[src/inc/usb_susp_map.vh]
// register offsets, field positions and timing constants of the suspend/irq block
`ifndef USB_SUSP_MAP_VH
`define USB_SUSP_MAP_VH
// register offsets (byte addresses on the plain port)
`define ADDR_GLOBAL_CONTROL 4'h0
`define ADDR_GLOBAL_EVENTS 4'h1
`define ADDR_GLOBAL_IEN 4'h2
`define ADDR_EP_STATUS 4'h3
`define ADDR_EP_IEN 4'h4
`define ADDR_PRIORITY 4'h5
`define ADDR_STATUS 4'h6
// usb_global_control fields
`define CTL_ENABLE 0
`define CTL_CLOCK_DISABLE 1
`define CTL_DETACH 2
`define CTL_RMWU_ENABLE 3
`define CTL_SEND_RMWU 4
`define CTL_UPRES_ACTIVE 5
`define CTL_GLOBAL_IEN 7
// usb_global_event_flags fields
`define EVT_SUSPEND 0
`define EVT_SOF 1
`define EVT_WAKEUP 2
// per-endpoint status fields
`define EPS_TRANSMIT_COMPLETE_FLAG 0
`define EPS_RXB0 1
`define EPS_RXB1 2
`define EPS_SETUP 3
`define EPS_STALL 4
// reset values
`define CTL_RESET 8'h00
`define IEN_RESET 8'h00
// timing, in microseconds, and clock rate in kHz
`define CLK_KHZ 20000
`define SUSPEND_IDLE_US 3000
`define SUSPEND_MIN_US 5000
`define RESUME_DRIVE_US 10000
`endif

[src/hdl/usb_event_flag.v]
// one sticky event flag: hardware set wins over software clear
`timescale 1ns/10ps
`default_nettype none
module usb_event_flag (
  // clock and reset
  input wire clk_i,
  input wire rst_i,
  input wire ce_i,
  // set and clear
  input wire set_i,
  input wire clr_i,
  output reg flag_o
);
  // set has priority so an event in the clearing cycle is kept
  always @(posedge clk_i or posedge rst_i) begin
    if (rst_i) begin
      flag_o <= 1'b0;
    end else if (ce_i) begin
      if (set_i) begin
        flag_o <= 1'b1;
      end else if (clr_i) begin
        flag_o <= 1'b0;
      end
    end
  end
endmodule // usb_event_flag
`default_nettype wire

[src/hdl/usb_idle_timer.v]
// saturating counter flagging when a condition held for a number of cycles
`timescale 1ns/10ps
`default_nettype none
module usb_idle_timer #(
  parameter WIDTH = 17,
  parameter [WIDTH-1:0] LIMIT = 17'd60000
) (
  // clock and reset
  input wire clk_i,
  input wire rst_i,
  input wire ce_i,
  // condition to time
  input wire run_i,
  output wire done_o
);
  reg [WIDTH-1:0] count_reg; // cycles the condition has held
  assign done_o = (count_reg >= LIMIT);
  // restart whenever the condition drops; stop at limit
  always @(posedge clk_i or posedge rst_i) begin
    if (rst_i) begin
      count_reg <= {WIDTH{1'b0}};
    end else if (ce_i) begin
      if (!run_i) begin
        count_reg <= {WIDTH{1'b0}};
      end else if (!done_o) begin
        count_reg <= count_reg + {{(WIDTH-1){1'b0}}, 1'b1};
      end
    end
  end
endmodule // usb_idle_timer
`default_nettype wire

[src/hdl/usb_suspend_resume_irq.v]
// suspend, resume, remote wakeup, detach and usb interrupt collection
// Operation
// suspend detection needs clocks and controller enabled
// idle over 3 ms sets suspend flag
// clearing suspend flag puts pad idle
// pad leaves idle on bus wakeup
// firmware sets clock disable after clearing
// firmware stops clocks in fixed order
// resume detection works with clocks stopped
// bus activity sets wakeup flag, wakes cpu
// firmware restarts clock before clearing disable
// firmware clears suspend flag first on resume
// firmware sets remote wakeup enable on request
// firmware clears suspend then sends remote wakeup
// resume-active flag high while resume signalled
// remote wakeup only after 5 ms suspend
// detach bit floats pull-up reference
// two priority bits give level 0 to 3
// event flags share one usb interrupt
// host ack of IN sets transmit complete
// OUT packet sets bank 0 or 1 flag; a bank 1 OUT sets no flag unless EP_PINGPONG_I is high
// accepted SETUP sets setup received flag
// stall sent sets flag, SETUP clears it; the code sets the flag only while EP_STALL_TYPE_I is high
// start of frame sets frame flag
// firmware clears frame flag after each frame
// irq is OR of enabled flags, global gate
`timescale 1ns/10ps
`include "usb_susp_map.vh"
`default_nettype none
module usb_suspend_resume_irq #(
  parameter NUM_EP = 7,
  parameter CW = 18,
  parameter [CW-1:0] IDLE_CYCLES =
    (`SUSPEND_IDLE_US * (`CLK_KHZ / 1000)) + 1,
  parameter [CW-1:0] SUSP_MIN_CYCLES = `SUSPEND_MIN_US * (`CLK_KHZ / 1000),
  parameter [CW-1:0] RESUME_CYCLES = `RESUME_DRIVE_US * (`CLK_KHZ / 1000)
) (
  // clock, reset, enable
  input wire CLOCK_I,
  input wire RST_I,
  input wire CE_I,
  // register port
  input wire [3:0] ADDR_I,
  input wire [7:0] WDATA_I,
  input wire WR_I,
  input wire RD_I,
  output reg [7:0] RDATA_O,
  // bus line state and clock status
  input wire BUS_IDLE_I,
  input wire CLOCKS_RUN_I,
  // endpoint events from the packet engine
  input wire [2:0] EP_SEL_I,
  input wire TX_ACK_I,
  input wire RX_OUT_I,
  input wire RX_BANK1_I,
  input wire EP_PINGPONG_I,
  input wire SETUP_I,
  input wire STALL_SENT_I,
  input wire EP_STALL_TYPE_I,
  input wire SOF_I,
  // outputs to pad, cpu and interrupt controller
  output wire PAD_IDLE_O,
  output wire RESUME_DRIVE_O,
  output wire VREF_OE_O,
  output wire USB_IRQ_O,
  output wire CPU_WAKE_O,
  output wire [1:0] USB_PRIO_O
);
  // control and enable registers
  reg [7:0] ctl_reg; // usb_global_control, bit 5 is hardware owned
  reg [2:0] gien_reg; // per global event enables
  reg [4:0] epien_reg; // per endpoint-flag-type enables
  reg [1:0] prio_reg; // usb_priority_high_bit, usb_priority_low_bit
  reg [2:0] ep_view_reg; // endpoint shown in the status register
  reg pad_idle_reg; // pad in low power mode
  reg resume_reg; // upstream_resume_active
  reg [CW-1:0] res_cnt_reg; // resume signalling length
  wire wr_ctl = WR_I && (ADDR_I == `ADDR_GLOBAL_CONTROL);
  wire wr_evt = WR_I && (ADDR_I == `ADDR_GLOBAL_EVENTS);
  wire wr_eps = WR_I && (ADDR_I == `ADDR_EP_STATUS);
  wire susp_flag, sof_flag, wake_flag; // global sticky flags
  wire idle_long, susp_long; // timer outputs
  // suspend timing only while clocks run and controller enabled
  wire susp_run = BUS_IDLE_I && CLOCKS_RUN_I && ctl_reg[`CTL_ENABLE] &&
    !ctl_reg[`CTL_CLOCK_DISABLE];
  // bus idle time for the suspend event
  usb_idle_timer #(.WIDTH(CW), .LIMIT(IDLE_CYCLES)) idle_tmr (
    .clk_i(CLOCK_I),
    .rst_i(RST_I),
    .ce_i(CE_I),
    .run_i(susp_run),
    .done_o(idle_long)
  );
  // total time in suspend, gating remote wakeup
  usb_idle_timer #(.WIDTH(CW), .LIMIT(SUSP_MIN_CYCLES)) susp_tmr (
    .clk_i(CLOCK_I),
    .rst_i(RST_I),
    .ce_i(CE_I),
    .run_i(BUS_IDLE_I && (susp_flag || pad_idle_reg)),
    .done_o(susp_long)
  );
  reg idle_long_d; // edge detect so one idle period sets once
  always @(posedge CLOCK_I or posedge RST_I) begin
    if (RST_I) begin
      idle_long_d <= 1'b0;
    end else if (CE_I) begin
      idle_long_d <= idle_long;
    end
  end
  wire susp_set = idle_long && !idle_long_d;
  wire susp_clr = wr_evt && !WDATA_I[`EVT_SUSPEND];
  usb_event_flag f_susp (
    .clk_i(CLOCK_I), .rst_i(RST_I), .ce_i(CE_I),
    .set_i(susp_set), .clr_i(susp_clr), .flag_o(susp_flag)
  );
  usb_event_flag f_sof (
    .clk_i(CLOCK_I), .rst_i(RST_I), .ce_i(CE_I),
    .set_i(SOF_I),
    .clr_i(wr_evt && !WDATA_I[`EVT_SOF]),
    .flag_o(sof_flag)
  );
  // wakeup is detected combinationally as well, so it works without clock
  wire wake_now = pad_idle_reg && !BUS_IDLE_I;
  usb_event_flag f_wake (
    .clk_i(CLOCK_I), .rst_i(RST_I), .ce_i(CE_I),
    .set_i(wake_now),
    .clr_i(wr_evt && !WDATA_I[`EVT_WAKEUP]),
    .flag_o(wake_flag)
  );
  // pad idle entry on clear of suspend flag, exit on bus activity
  always @(posedge CLOCK_I or posedge RST_I) begin
    if (RST_I) begin
      pad_idle_reg <= 1'b0;
    end else if (CE_I) begin
      if (!BUS_IDLE_I) begin
        pad_idle_reg <= 1'b0;
      end else if (susp_clr && susp_flag) begin
        pad_idle_reg <= 1'b1;
      end
    end
  end
  assign PAD_IDLE_O = pad_idle_reg && BUS_IDLE_I;
  // control register, with hardware-owned resume-active bit
  always @(posedge CLOCK_I or posedge RST_I) begin
    if (RST_I) begin
      ctl_reg <= `CTL_RESET;
      gien_reg <= 3'h0;
      epien_reg <= 5'h00;
      prio_reg <= 2'h0;
      ep_view_reg <= 3'h0;
    end else if (CE_I) begin
      if (wr_ctl) begin
        ctl_reg <= WDATA_I;
      end
      if (WR_I && ADDR_I == `ADDR_GLOBAL_IEN) begin
        gien_reg <= WDATA_I[2:0];
      end
      if (WR_I && ADDR_I == `ADDR_EP_IEN) begin
        epien_reg <= WDATA_I[4:0];
      end
      if (WR_I && ADDR_I == `ADDR_PRIORITY) begin
        prio_reg <= WDATA_I[1:0];
      end
      if (WR_I && ADDR_I == `ADDR_STATUS) begin
        ep_view_reg <= WDATA_I[2:0];
      end
    end
  end
  // upstream resume: send request, enable, 5 ms of suspend, clocks on
  wire res_start = ctl_reg[`CTL_SEND_RMWU] && ctl_reg[`CTL_RMWU_ENABLE] &&
    susp_long && !susp_flag && CLOCKS_RUN_I && !resume_reg;
  reg res_done_reg; // stops retrigger until firmware drops send bit
  always @(posedge CLOCK_I or posedge RST_I) begin
    if (RST_I) begin
      resume_reg <= 1'b0;
      res_cnt_reg <= {CW{1'b0}};
      res_done_reg <= 1'b0;
    end else if (CE_I) begin
      if (!ctl_reg[`CTL_SEND_RMWU]) begin
        res_done_reg <= 1'b0;
      end
      if (res_start && !res_done_reg) begin
        resume_reg <= 1'b1;
        res_cnt_reg <= RESUME_CYCLES;
      end else if (resume_reg) begin
        if (res_cnt_reg <= {{(CW-1){1'b0}}, 1'b1}) begin
          resume_reg <= 1'b0;
          res_done_reg <= 1'b1;
        end else begin
          res_cnt_reg <= res_cnt_reg - {{(CW-1){1'b0}}, 1'b1};
        end
      end
    end
  end
  assign RESUME_DRIVE_O = resume_reg;
  // detach floats the pull-up reference
  assign VREF_OE_O = !ctl_reg[`CTL_DETACH];
  // per-endpoint status flags, one array row per endpoint
  reg [4:0] eps_reg [0:NUM_EP-1];
  integer i;
  always @(posedge CLOCK_I or posedge RST_I) begin
    if (RST_I) begin
      for (i = 0; i < NUM_EP; i = i + 1) begin
        eps_reg[i] <= 5'h00;
      end
    end else if (CE_I) begin
      for (i = 0; i < NUM_EP; i = i + 1) begin
        // software clears by writing zeros to the viewed endpoint
        if (wr_eps && ep_view_reg == i[2:0]) begin
          eps_reg[i] <= eps_reg[i] & WDATA_I[4:0];
        end
        if (EP_SEL_I == i[2:0]) begin
          // hardware sets, later in the block so set wins
          if (TX_ACK_I) begin
            eps_reg[i][`EPS_TRANSMIT_COMPLETE_FLAG] <= 1'b1;
          end
          if (RX_OUT_I && !RX_BANK1_I) begin
            eps_reg[i][`EPS_RXB0] <= 1'b1;
          end
          if (RX_OUT_I && RX_BANK1_I && EP_PINGPONG_I) begin
            eps_reg[i][`EPS_RXB1] <= 1'b1;
          end
          if (SETUP_I) begin
            eps_reg[i][`EPS_SETUP] <= 1'b1;
            eps_reg[i][`EPS_STALL] <= 1'b0;
          end else if (STALL_SENT_I && EP_STALL_TYPE_I) begin
            eps_reg[i][`EPS_STALL] <= 1'b1;
          end
        end
      end
    end
  end
  // collect enabled flags into one request
  reg ep_any; // any enabled endpoint flag
  integer j; // own loop index, so no variable is shared with a clocked process
  always @* begin
    ep_any = 1'b0;
    for (j = 0; j < NUM_EP; j = j + 1) begin
      ep_any = ep_any | (|(eps_reg[j] & epien_reg));
    end
  end
  wire glob_any = |({wake_flag, sof_flag, susp_flag} & gien_reg);
  assign USB_IRQ_O = ctl_reg[`CTL_GLOBAL_IEN] && (ep_any || glob_any);
  // wake works from the live bus so a stopped clock cannot block it
  assign CPU_WAKE_O = ctl_reg[`CTL_GLOBAL_IEN] &&
    gien_reg[`EVT_WAKEUP] && (wake_flag || wake_now);
  assign USB_PRIO_O = prio_reg;
  // read data one cycle after the strobe, zero otherwise
  always @(posedge CLOCK_I or posedge RST_I) begin
    if (RST_I) begin
      RDATA_O <= 8'h00;
    end else if (CE_I) begin
      RDATA_O <= 8'h00;
      if (RD_I) begin
        case (ADDR_I)
          `ADDR_GLOBAL_CONTROL: RDATA_O <= {ctl_reg[7:6], resume_reg,
            ctl_reg[4:0]};
          `ADDR_GLOBAL_EVENTS: RDATA_O <= {5'h00, wake_flag, sof_flag,
            susp_flag};
          `ADDR_GLOBAL_IEN: RDATA_O <= {5'h00, gien_reg};
          `ADDR_EP_STATUS: RDATA_O <= (ep_view_reg < NUM_EP) ?
            {3'h0, eps_reg[ep_view_reg]} : 8'h00;
          `ADDR_EP_IEN: RDATA_O <= {3'h0, epien_reg};
          `ADDR_PRIORITY: RDATA_O <= {6'h00, prio_reg};
          `ADDR_STATUS: RDATA_O <= {pad_idle_reg, susp_long, 3'h0,
            ep_view_reg};
          default: RDATA_O <= 8'h00;
        endcase
      end
    end
  end
endmodule // usb_suspend_resume_irq
`default_nettype wire

[config.mk]
export PLATFORM = sky130hd
export DESIGN_NAME = usb_suspend_resume_irq
export DESIGN_NICKNAME = d
export VERILOG_FILES = /design/src/hdl/usb_event_flag.v /design/src/hdl/usb_idle_timer.v /design/src/hdl/usb_suspend_resume_irq.v
export VERILOG_INCLUDE_DIRS = /design/src /design/src/inc
export SDC_FILE = /design/constraint.sdc
export NUM_CORES = 1
export LEC_CHECK = 0
export CORE_UTILIZATION = 40
export CTS_BUF_LIST = sky130_fd_sc_hd__clkbuf_8
export DETAILED_ROUTE_END_ITERATION = 10
export DONT_BUFFER_PORTS = 1
export GPL_ROUTABILITY_DRIVEN = 1
export GPL_TIMING_DRIVEN = 0
export SETUP_SLACK_MARGIN = 0.5
export SKIP_LAST_GASP = 1
export SLEW_MARGIN = 25
export SYNTH_ARGS = -nofsm -noshare
export SYNTH_HDL_FRONTEND = slang
export SYNTH_HIERARCHICAL = 1
export SYNTH_SLANG_ARGS = --single-unit
[constraint.sdc]
create_clock -name CLOCK_I -period 7.3 [get_ports CLOCK_I]
set_clock_uncertainty 0.1 [all_clocks]
set_input_delay 0.73 -clock CLOCK_I [delete_from_list [all_inputs] [get_ports CLOCK_I]]
set_output_delay 0.73 -clock CLOCK_I [all_outputs]
set_load 0.01 [all_outputs]
==> reports/metrics.yaml, run 1 <==
status:
  status: "finished clean"
floorplan:
  start_util: 0.410
  fp.coreArea_sq_um: 17400
  dieHeight_um: 135
  die_x_um: 135
  rows: 48
  io_pins: 45
  dieArea_sq_um: 18300
placement:
  dp_hpwl_mm: 14.0
  preCtsSetupSlack_ps: 4280
  dp.cells: 951
  io_buffers: 0
  place_congestion: 0.906
  placed_area_sq_um: 7430
detailed_routing:
  drtIter0Drc: 367
  viasPerCell: 6.13
  post_drt_wl_per_cell_um: 19.8
  drtPass1Iterations: 4
  wl_mm: 19.5
  route.antenna.remaining_nets: 0
  drc: 0
  num_vias: 6033
final_layout:
  final_util: 0.456
  largest_register_ffs: 35
  n_antenna_cell: 0
  mostFrequentLayoutCells: "124 x dfrtp_1, 79 x nand2_1, 64 x o21ai_0, 58 x nor2_1, 28 x inv_1"
  fillers: 1645
  fin_nets: 783
  final_area_sq_um: 7920
  drive_above_1_share: 0.133
  layout.cells.non_filler: 984
  area_delta_synth_final_pct: 11.2
  final_common_cell: "dfrtp_1"
yosys:
  synth_flop_cell: "dfrtp_1"
  synth_top_area_frac: 0.436
  synth.area.top_cells: "dfrtp_1 44%, o21ai_0 4.5%, nand2_1 4.2%, mux2_2 3.3%, nor2_1 3.1%"
  synth_edf_count: 0
  synth_top_cell_by_area: "dfrtp_1"
  synth-seq-cells: 124
  synthArstFlopShare: 1.00
  synthCells: 725
  syn_nets: 762
  synth_area_sq_um: 7120
  ys_warn_count: 6
  avgSynthCellArea_sq_um: 9.82
  synth.distinct_cells: 87
  ys_seq_area_frac: 0.436
grt:
  grt.busiest_layer: "met2"
  grt_util_met3: 0.0584
  grtUsageMet2: 0.376
  grt_usage: 0.227
  grt_antenna_before_repair: 0
  grtUsageMet1: 0.280
  grt_pass1_vias: 6045
  grt_pass1_wl_mm: 32.0
  grt_max_degree: 57
  grt_overflow: 0
critical_path:
  r2r_cells: 10
  worstPathArrival_ps: 2320
  critPathLaunch: "eps_reg[15]$_DFFE_PP0P_"
  worstSetupPathType: "flip-flop to primary output"
  crit_buf_inv: 0
  path_delay_family: "compound AO/OA/AOI/OAI gates"
  crit_path_end: "USB_IRQ_O"
  reg2reg_to: "res_cnt_reg[4]$_DFFE_PP0P_"
  critPathMaxStageDelay_ps: 530
  regToRegSetupSlack_ps: 4190
  worst_setup_path_end_kind: "primary output"
  worstPathCellList: "or4_1 > o41ai_1 > nand4_1 > o21a_1"
  critPathMaxFanout: 3
  cp_slowest_cell: "or4_1"
  r2r_start: "susp_tmr/count_reg[9]$_DFFE_PP0P_"
  cp.depth: 4
  start_kind: "flip-flop"
  cp.required_ps: 6470
timing:
  hold_violations: 0
  worst_pin_slew_ps: 835
  fin_tns_setup_ps: 0
  final.setup.worst_slack_ps: 4150
  rsz0062_at_grt: "false"
  finalSetupViolations: 0
  drv_slew: 0
  slew_headroom: 0.440
  period_share: 0.432
  period_minus_slack_ps: 3150
  fmax_mhz: 317
power:
  pwr_density_cell_nw_per_um2: 221
  internal_power_uw: 1270
  swShare: 0.275
  p_sw_uw: 481
  pwr-share-comb: 0.123
  seq_power_share: 0.461
  clockPowerShare: 0.416
  leakage_uw: 0.00334
  ir_worst_vdd_mv: 0.128
clock_network:
  cts_tree: "done"
  clk_pin_slew_ps: 80
  cts_buffers: 17
  clock_sinks: 124
  htreeDepth: 4
  root_buffer: "clkbuf_8"
  clock_path_buffers: 2
  insertion_delay_ps: 460
worst_hold_path:
  hold_path.class: "input pin to asynchronous set/reset pin"
job:
  drv_cap: 0
## metal layers
| metal | part of all wire | up-vias | wire length (um) |
|---|---|---|---|
| li1 | - | 2774 | - |
| met3 | 0.062 | 38 | 1220 |
| met5 | 0 | - | 0 |
| met1 | 0.42 | 3022 | 8250 |
| met4 | 0.025 | 0 | 479 |
| met2 | 0.49 | 199 | 9570 |
## repair_timing
item,in CTS,in global routing
endpoints found under the hold margin,3,0
setup buffers,0,0
gates resized for setup,0,0
hold buffers,1,0
## power groups by stage
stage	clock network (uW)	logic, uW	registers, uW
2_1_floorplan	0	164	796
3_3_place_gp	0	204	814
3_5_place_dp	0	212	817
4_1_cts	736	214	804
5_1_grt	771	239	814
6_report	726	215	806
## metrics by stage
step,total power [uW],hold slack (ps)
2_1_floorplan,960,346
3_3_place_gp,1020,359
3_5_place_dp,1030,364
4_1_cts,1750,32.7
5_1_grt,1820,35.8
6_report,1750,36.3
## how the worst min path moves through the flow
stage	end	depth (start not counted)	slack (ps)
after floorplan	susp_tmr/count_reg[3]$_DFFE_PP0P_	1	350
after global placement	f_susp/flag_o$_DFFE_PP0P_	1	360
after detailed placement	f_wake/flag_o$_DFFE_PP0P_	1	360
after CTS	gien_reg[2]$_DFFE_PP0P_	1	30
after global routing	gien_reg[2]$_DFFE_PP0P_	1	40
final	gien_reg[2]$_DFFE_PP0P_	1	40
## synthesized netlist by cell type (all sizes together), types with 8 or more instances
cell type / count
a22o: 12
nor2: 58
and2: 14
mux2: 21
clkbuf: 25
mux2i: 10
nand4: 16
nor3: 8
inv: 28
a21oi: 18
nand3: 19
a2111oi: 8
a31oi: 9
or4: 9
nand2b: 9
o211ai: 18
nand2: 79
dfrtp: 124
xnor2: 16
o21ai: 69
a211oi: 10
and3: 11
buf: 8
## layout make-up
cell class                 instances  area, sq um  area share
multi-input combinational        540         3760       0.475
buffer                            33          150      0.0190
clock buffer                      19          262      0.0330
timing repair buffer               2         37.5     0.00474
tap                              225          282      0.0355
inverter                          28          108      0.0136
clock inverter                    13          214      0.0270
sequential                       124         3100       0.392
## cell families (layout without fill, tap and decap cells)
logic type      count (synthesis)  count (layout)  synth area share
mux                            37              37            0.0662
xor+xnor                       16              16            0.0197
flops                         124             124             0.436
buf+inv                        61              95            0.0358
compound gates                208             208             0.215
simple gates                  272             272             0.215
fa+ha+maj                       7               7            0.0123
Note: power is estimated with default switching activity, not from simulation.
==> run 2: changes to the inputs <==
==> constraint.sdc (replaced) <==
create_clock -name CLOCK_I -period 2.9 [get_ports CLOCK_I]
set_clock_uncertainty 0.1 [all_clocks]
set_input_delay 0.29 -clock CLOCK_I [delete_from_list [all_inputs] [get_ports CLOCK_I]]
set_output_delay 0.29 -clock CLOCK_I [all_outputs]
set_load 0.01 [all_outputs]
==> reports/metrics.yaml, run 2 (synthesis gave the netlist of run 1 again) <==
detailed_routing:
  num_vias: 6120  # +1.4%
  viasPerCell: 6.00  # -2.1%
  drc: 0  # unchanged
  route.antenna.remaining_nets: 0  # unchanged
  drtIter0Drc: 378  # +3.0%
  post_drt_wl_per_cell_um: 19.9  # +0.43%
  drtPass1Iterations: 5  # +1
  wl_mm: 20.3  # +4.1%
power:
  pwr_density_cell_nw_per_um2: 500  # +130%
  internal_power_uw: 3000  # +140%
  ir_worst_vdd_mv: 0.477  # +270%
  pwr-share-comb: 0.136  # +0.013
  clockPowerShare: 0.384  # -0.032
  seq_power_share: 0.480  # +0.019
  p_sw_uw: 1260  # +160%
  swShare: 0.295  # +0.0197
  leakage_uw: 0.00351  # +5.1%
timing:
  drv_slew: 0  # unchanged
  fmax_mhz: 399
  slew_headroom: 0.428  # -0.0118
  worst_pin_slew_ps: 852  # +17.6 ps
  period_minus_slack_ps: 2500
  period_share: 0.864
  finalSetupViolations: 0  # unchanged
  final.setup.worst_slack_ps: 396  # -3750 ps
  hold_violations: 0  # unchanged
  rsz0062_at_grt: "true"
  fin_tns_setup_ps: 0  # unchanged
clock_network:
  insertion_delay_ps: 450  # about the same
  cts_buffers: 17  # unchanged
  clock_path_buffers: 2  # unchanged
  clk_pin_slew_ps: 80  # about the same
  htreeDepth: 4  # unchanged
  root_buffer: "clkbuf_8"
  cts_tree: "done"
  clock_sinks: 124  # unchanged
final_layout:
  drive_above_1_share: 0.187  # +0.0544
  fin_nets: 820  # +4.7%
  area_delta_synth_final_pct: 19.6
  n_antenna_cell: 0  # unchanged
  largest_register_ffs: 35  # unchanged
  final_common_cell: "dfrtp_1"
  final_area_sq_um: 8520  # +7.6%
  mostFrequentLayoutCells: "120 x dfrtp_1, 79 x nand2_1, 64 x o21ai_0, 57 x nor2_1, 27 x inv_1"
critical_path:
  worst_setup_path_end_kind: "primary output"
  worstPathCellList: "or4_1 > o41ai_4 > nand4_1 > o21a_1"
  cp_slowest_cell: "or4_1"
  path_delay_family: "simple AND/OR/NAND/NOR gates"
  start_kind: "flip-flop"
  cp.required_ps: 2510  # -3960 ps
  critPathMaxFanout: 3  # unchanged
  critPathMaxStageDelay_ps: 590  # +60 ps
  worstPathArrival_ps: 2110  # -210 ps
  crit_buf_inv: 0  # unchanged
  worstSetupPathType: "flip-flop to primary output"
floorplan:
  dieHeight_um: 135  # unchanged
  rows: 48  # unchanged
  dieArea_sq_um: 18300  # unchanged
  io_pins: 45  # unchanged
  die_x_um: 135  # unchanged
  start_util: 0.410  # unchanged
  fp.coreArea_sq_um: 17400  # unchanged
placement:
  place_congestion: 0.899  # -0.73%
  placed_area_sq_um: 7480  # +0.61%
  io_buffers: 0  # unchanged
  preCtsSetupSlack_ps: 151  # -4130 ps
  dp_hpwl_mm: 14.1  # +0.27%
grt:
  grt_usage: 0.233  # +0.00671
  grt_overflow: 0  # unchanged
  grt_max_degree: 28  # -51%
  grt_antenna_before_repair: 0  # unchanged
  grt_pass1_wl_mm: 32.9  # +2.9%
  grt_pass1_vias: 6220  # +2.9%
worst_hold_path:
  hold_path.class: "input pin to flip-flop"
status:
  status: "finished clean"
job:
  drv_cap: 0  # unchanged
[run 2: changes by cell type in the layout (fill, tap and decap cells not counted), sizes merged, moves of 3 or more]
cell / before / now
clkbuf: 44 / 40
clkinvlp: 1 / 4
buf: 9 / 33
dlygate4sd3: 1 / 14
[run 2: what timing repair did]
action                                  in CTS  in global routing
endpoints found under the setup margin      21                 31
endpoints found under the hold margin      133                  0
gates resized for setup                     34                 20
gates cloned                                 2                  1
pin swaps                                    7                 18
setup buffers                               13                  6
hold buffers                                14                  0
[run 2: power by group through the flow]
stage,logic (uW),registers (uW),clock network (uW)
after floorplan,414,2000,0
after global placement,516,2050,0
after detailed placement,539,2060,0
after CTS,575,2040,1670
after global routing,645,2060,1740
final,577,2040,1640
[run 2: layout make-up]
| type | count | area (sq um) |
|---|---|---|
| Fill cell | 1588 | 8840 |
| Multi-Input combinational cell | 541 | 4030 |
| Sequential cell | 124 | 3110 |
| Timing Repair Buffer | 38 | 400 |
| Tap cell | 225 | 282 |
| Clock buffer | 17 | 234 |
| Clock inverter | 14 | 185 |
| Buffer | 33 | 173 |
| Inverter | 28 | 109 |
[run 2: routing by layer]
| metal | share of wire | vias up | GRT usage |
|---|---|---|---|
| met1 | 0.42 | 3060 | 0.285 |
| met4 | 0.026 | 0 | 0.0918 |
| met3 | 0.062 | 41 | 0.0643 |
| met5 | 0 | - | 0 |
| met2 | 0.49 | 184 | 0.389 |
| li1 | - | 2835 | - |
[run 2: final timing paths]
check	start	end	slack, ps	cells past startpoint
worst min register to register	susp_tmr/count_reg[16]$_DFFE_PP0P_	susp_tmr/count_reg[16]$_DFFE_PP0P_	380	2
max in group asynchronous	RST_I	susp_tmr/count_reg[8]$_DFFE_PP0P_	1700	2
worst max-delay path	eps_reg[16]$_DFFE_PP0P_	USB_IRQ_O	400	4
min in group asynchronous	RST_I	f_sof/flag_o$_DFFE_PP0P_	180	2
worst max register to register	res_cnt_reg[2]$_DFFE_PP0P_	res_cnt_reg[16]$_DFFE_PP0P_	470	6
worst min-delay path	RD_I	RDATA_O[5]$_DFFE_PP0P_	50	2
[run 2: through the flow]
step | util | instances | total power [uW] | hold slack (ps)
after floorplan | - | 725 | 2420 | -81.3
after global placement | 0.427 | 950 | 2570 | -78.7
after detailed placement | 0.431 | 953 | 2590 | -75.8
after CTS | 0.482 | 1013 | 4280 | 24.0
after global routing | 0.491 | 1020 | 4450 | 34.5
final | 0.491 | 1020 | 4260 | 50.9
==> run 3: changes to the inputs <==
--- a/config.mk
+++ b/config.mk
@@ -12,6 +12,7 @@
 export DONT_BUFFER_PORTS = 1
 export GPL_ROUTABILITY_DRIVEN = 1
 export GPL_TIMING_DRIVEN = 0
+export PLACE_DENSITY = 0.65
 export SETUP_SLACK_MARGIN = 0.5
 export SKIP_LAST_GASP = 1
 export SLEW_MARGIN = 25
==> reports/metrics.yaml, run 3 (synthesis gave the netlist of run 1 again) <==
critical_path:
  worst_setup_path_end_kind: "primary output"
  worstPathCellList: "or4_1 > o41ai_4 > nand4_1 > o21a_2"
  path_delay_family: "simple AND/OR/NAND/NOR gates"
  critPathMaxFanout: 3  # unchanged
  start_kind: "flip-flop"
  critPathLaunch: "eps_reg[11]$_DFFE_PP0P_"
  worstSetupPathType: "flip-flop to primary output"
  worstPathArrival_ps: 2160  # +50 ps
  crit_buf_inv: 0  # unchanged
  r2r_start: "susp_tmr/count_reg[8]$_DFFE_PP0P_"
  critPathMaxStageDelay_ps: 550  # -40 ps
  cp_slowest_cell: "or4_1"
  cp.required_ps: 2510  # about the same
final_layout:
  drive_above_1_share: 0.191  # +0.00377
  fin_nets: 819  # -0.12%
  fillers: 1606  # +1.1%
  final-seq-area_sq_um: 3110  # unchanged
  final_util: 0.487  # -0.00389
  final_common_cell: "dfrtp_1"
  multiInputGateArea_sq_um: 4000  # -0.75%
  area_delta_synth_final_pct: 18.6
  mostFrequentLayoutCells: "120 x dfrtp_1, 79 x nand2_1, 64 x o21ai_0, 57 x nor2_1, 27 x inv_1"
  largest_register_ffs: 35  # unchanged
  n_antenna_cell: 0  # unchanged
detailed_routing:
  num_vias: 6063  # -0.93%
  viasPerCell: 5.94  # -0.93%
  drtIter0Drc: 585  # +55%
  drtPass1Iterations: 5  # unchanged
  drc: 0  # unchanged
  route.antenna.remaining_nets: 0  # unchanged
  post_drt_wl_per_cell_um: 20.2  # +1.3%
  wl_mm: 20.6  # +1.3%
floorplan:
  rows: 48  # unchanged
  dieHeight_um: 135  # unchanged
  die_x_um: 135  # unchanged
  start_util: 0.410  # unchanged
  dieArea_sq_um: 18300  # unchanged
  fp.coreArea_sq_um: 17400  # unchanged
  io_pins: 45  # unchanged
worst_hold_path:
  hp-start: "EP_SEL_I[2]"
  hold_path.class: "input pin to flip-flop"
grt:
  grt_pass1_wl_mm: 32.3  # -1.9%
  grt_antenna_before_repair: 0  # unchanged
  grt_max_degree: 28  # unchanged
  grt_overflow: 0  # unchanged
  grt_pass1_vias: 5866  # -5.7%
  grt_usage: 0.233  # about the same
timing:
  final.setup.worst_slack_ps: 351  # -44.6 ps
  slew_headroom: 0.510  # +0.0820
  drv_slew: 0  # unchanged
  worst_pin_slew_ps: 734  # -118 ps
  fmax_mhz: 392  # -1.7%
  period_share: 0.879  # +0.0154
  whs_ps: 30.6  # -20.3 ps
  finalSetupViolations: 0  # unchanged
  hold_violations: 0  # unchanged
  fin_tns_setup_ps: 0  # unchanged
  rsz0062_at_grt: "true"
  period_minus_slack_ps: 2550  # +44.6 ps
status:
  status: "finished clean"
power:
  ir_worst_vdd_mv: 0.416  # -13%
  power_uw: 4220  # -0.78%
  leakage_uw: 0.00350  # -0.38%
  pwr_density_cell_nw_per_um2: 500  # about the same
clock_network:
  insertion_delay_ps: 460  # about the same
  clk_pin_slew_ps: 90  # about the same
  cts_buffers: 17  # unchanged
  htreeDepth: 4  # unchanged
  clock_path_buffers: 2  # unchanged
  clock_sinks: 124  # unchanged
  cts_tree: "done"
  root_buffer: "clkbuf_8"
placement:
  place_congestion: 0.880  # -2.1%
  io_buffers: 0  # unchanged
  preCtsSetupSlack_ps: 138  # -12.4 ps
  dp_hpwl_mm: 13.7  # -3.0%
job:
  drv_cap: 0  # unchanged
-- run 3: cell count changes in the layout (fill, tap and decap cells not counted), sizes merged --
cell,before,now
clkdlybuf4s15,1,0
clkinvlp,4,3
clkbuf,40,41
bufinv,3,2
clkinv,3,5
-- run 3: final cells by class --
| type | count | share of cell area |
|---|---|---|
| buffer | 33 | 0.0210 |
| clock buffer | 18 | 0.0293 |
| clock inverter | 14 | 0.0188 |
| inverter | 28 | 0.0129 |
| multi-input combinational | 541 | 0.473 |
| sequential | 124 | 0.368 |
| tap | 225 | 0.0333 |
| timing repair buffer | 37 | 0.0438 |
-- run 3: stage by stage --
stage / cells / cell area, sq um
final: 1020 / 8450
after global routing: 1020 / 8450
after CTS: 1009 / 8250
after detailed placement: 953 / 7480
after global placement: 950 / 7410
after floorplan: 725 / 7130
-- run 3: report_power, final --
| group | internal, uW | total, uW | leakage, uW | switching (uW) |
|---|---|---|---|---|
| clock network | 802 | 1590 | 0.000201 | 788 |
| logic | 255 | 594 | 0.00169 | 339 |
| registers | 1890 | 2040 | 0.00161 | 153 |
-- run 3: path summary, 6_finish.rpt --
check / endpoint / slack, ps / cells past startpoint
worst min-delay path: eps_reg[25]$_DFFE_PP0P_ / 30 / 2
worst max register to register: res_cnt_reg[14]$_DFFE_PP0P_ / 480 / 9
min in group asynchronous: f_wake/flag_o$_DFFE_PP0P_ / 200 / 2
worst max-delay path: USB_IRQ_O / 350 / 4
worst min register to register: susp_tmr/count_reg[3]$_DFFE_PP0P_ / 390 / 1
max in group asynchronous: epien_reg[4]$_DFFE_PP0P_ / 1460 / 5
-- run 3: repair_timing --
| action | in CTS | in global routing |
|---|---|---|
| hold buffers | 14 | 0 |
| buffers inserted | 8 | 10 |
| endpoints found under the setup margin | 22 | 29 |
| pin swaps | 7 | 14 |
| endpoints found under the hold margin | 114 | 0 |
| resized for setup | 29 | 23 |
| cloned | 2 | 1 |
-- run 3: per-layer routing --
| metal | part of all wire | track usage | vias up | wire length (um) |
|---|---|---|---|---|
| li1 | - | - | 2843 | - |
| met1 | 0.45 | 0.321 | 2966 | 9350 |
| met2 | 0.46 | 0.351 | 225 | 9420 |
| met3 | 0.069 | 0.0632 | 29 | 1430 |
| met4 | 0.019 | 0.0824 | 0 | 395 |
| met5 | 0 | 0 | - | 0 |
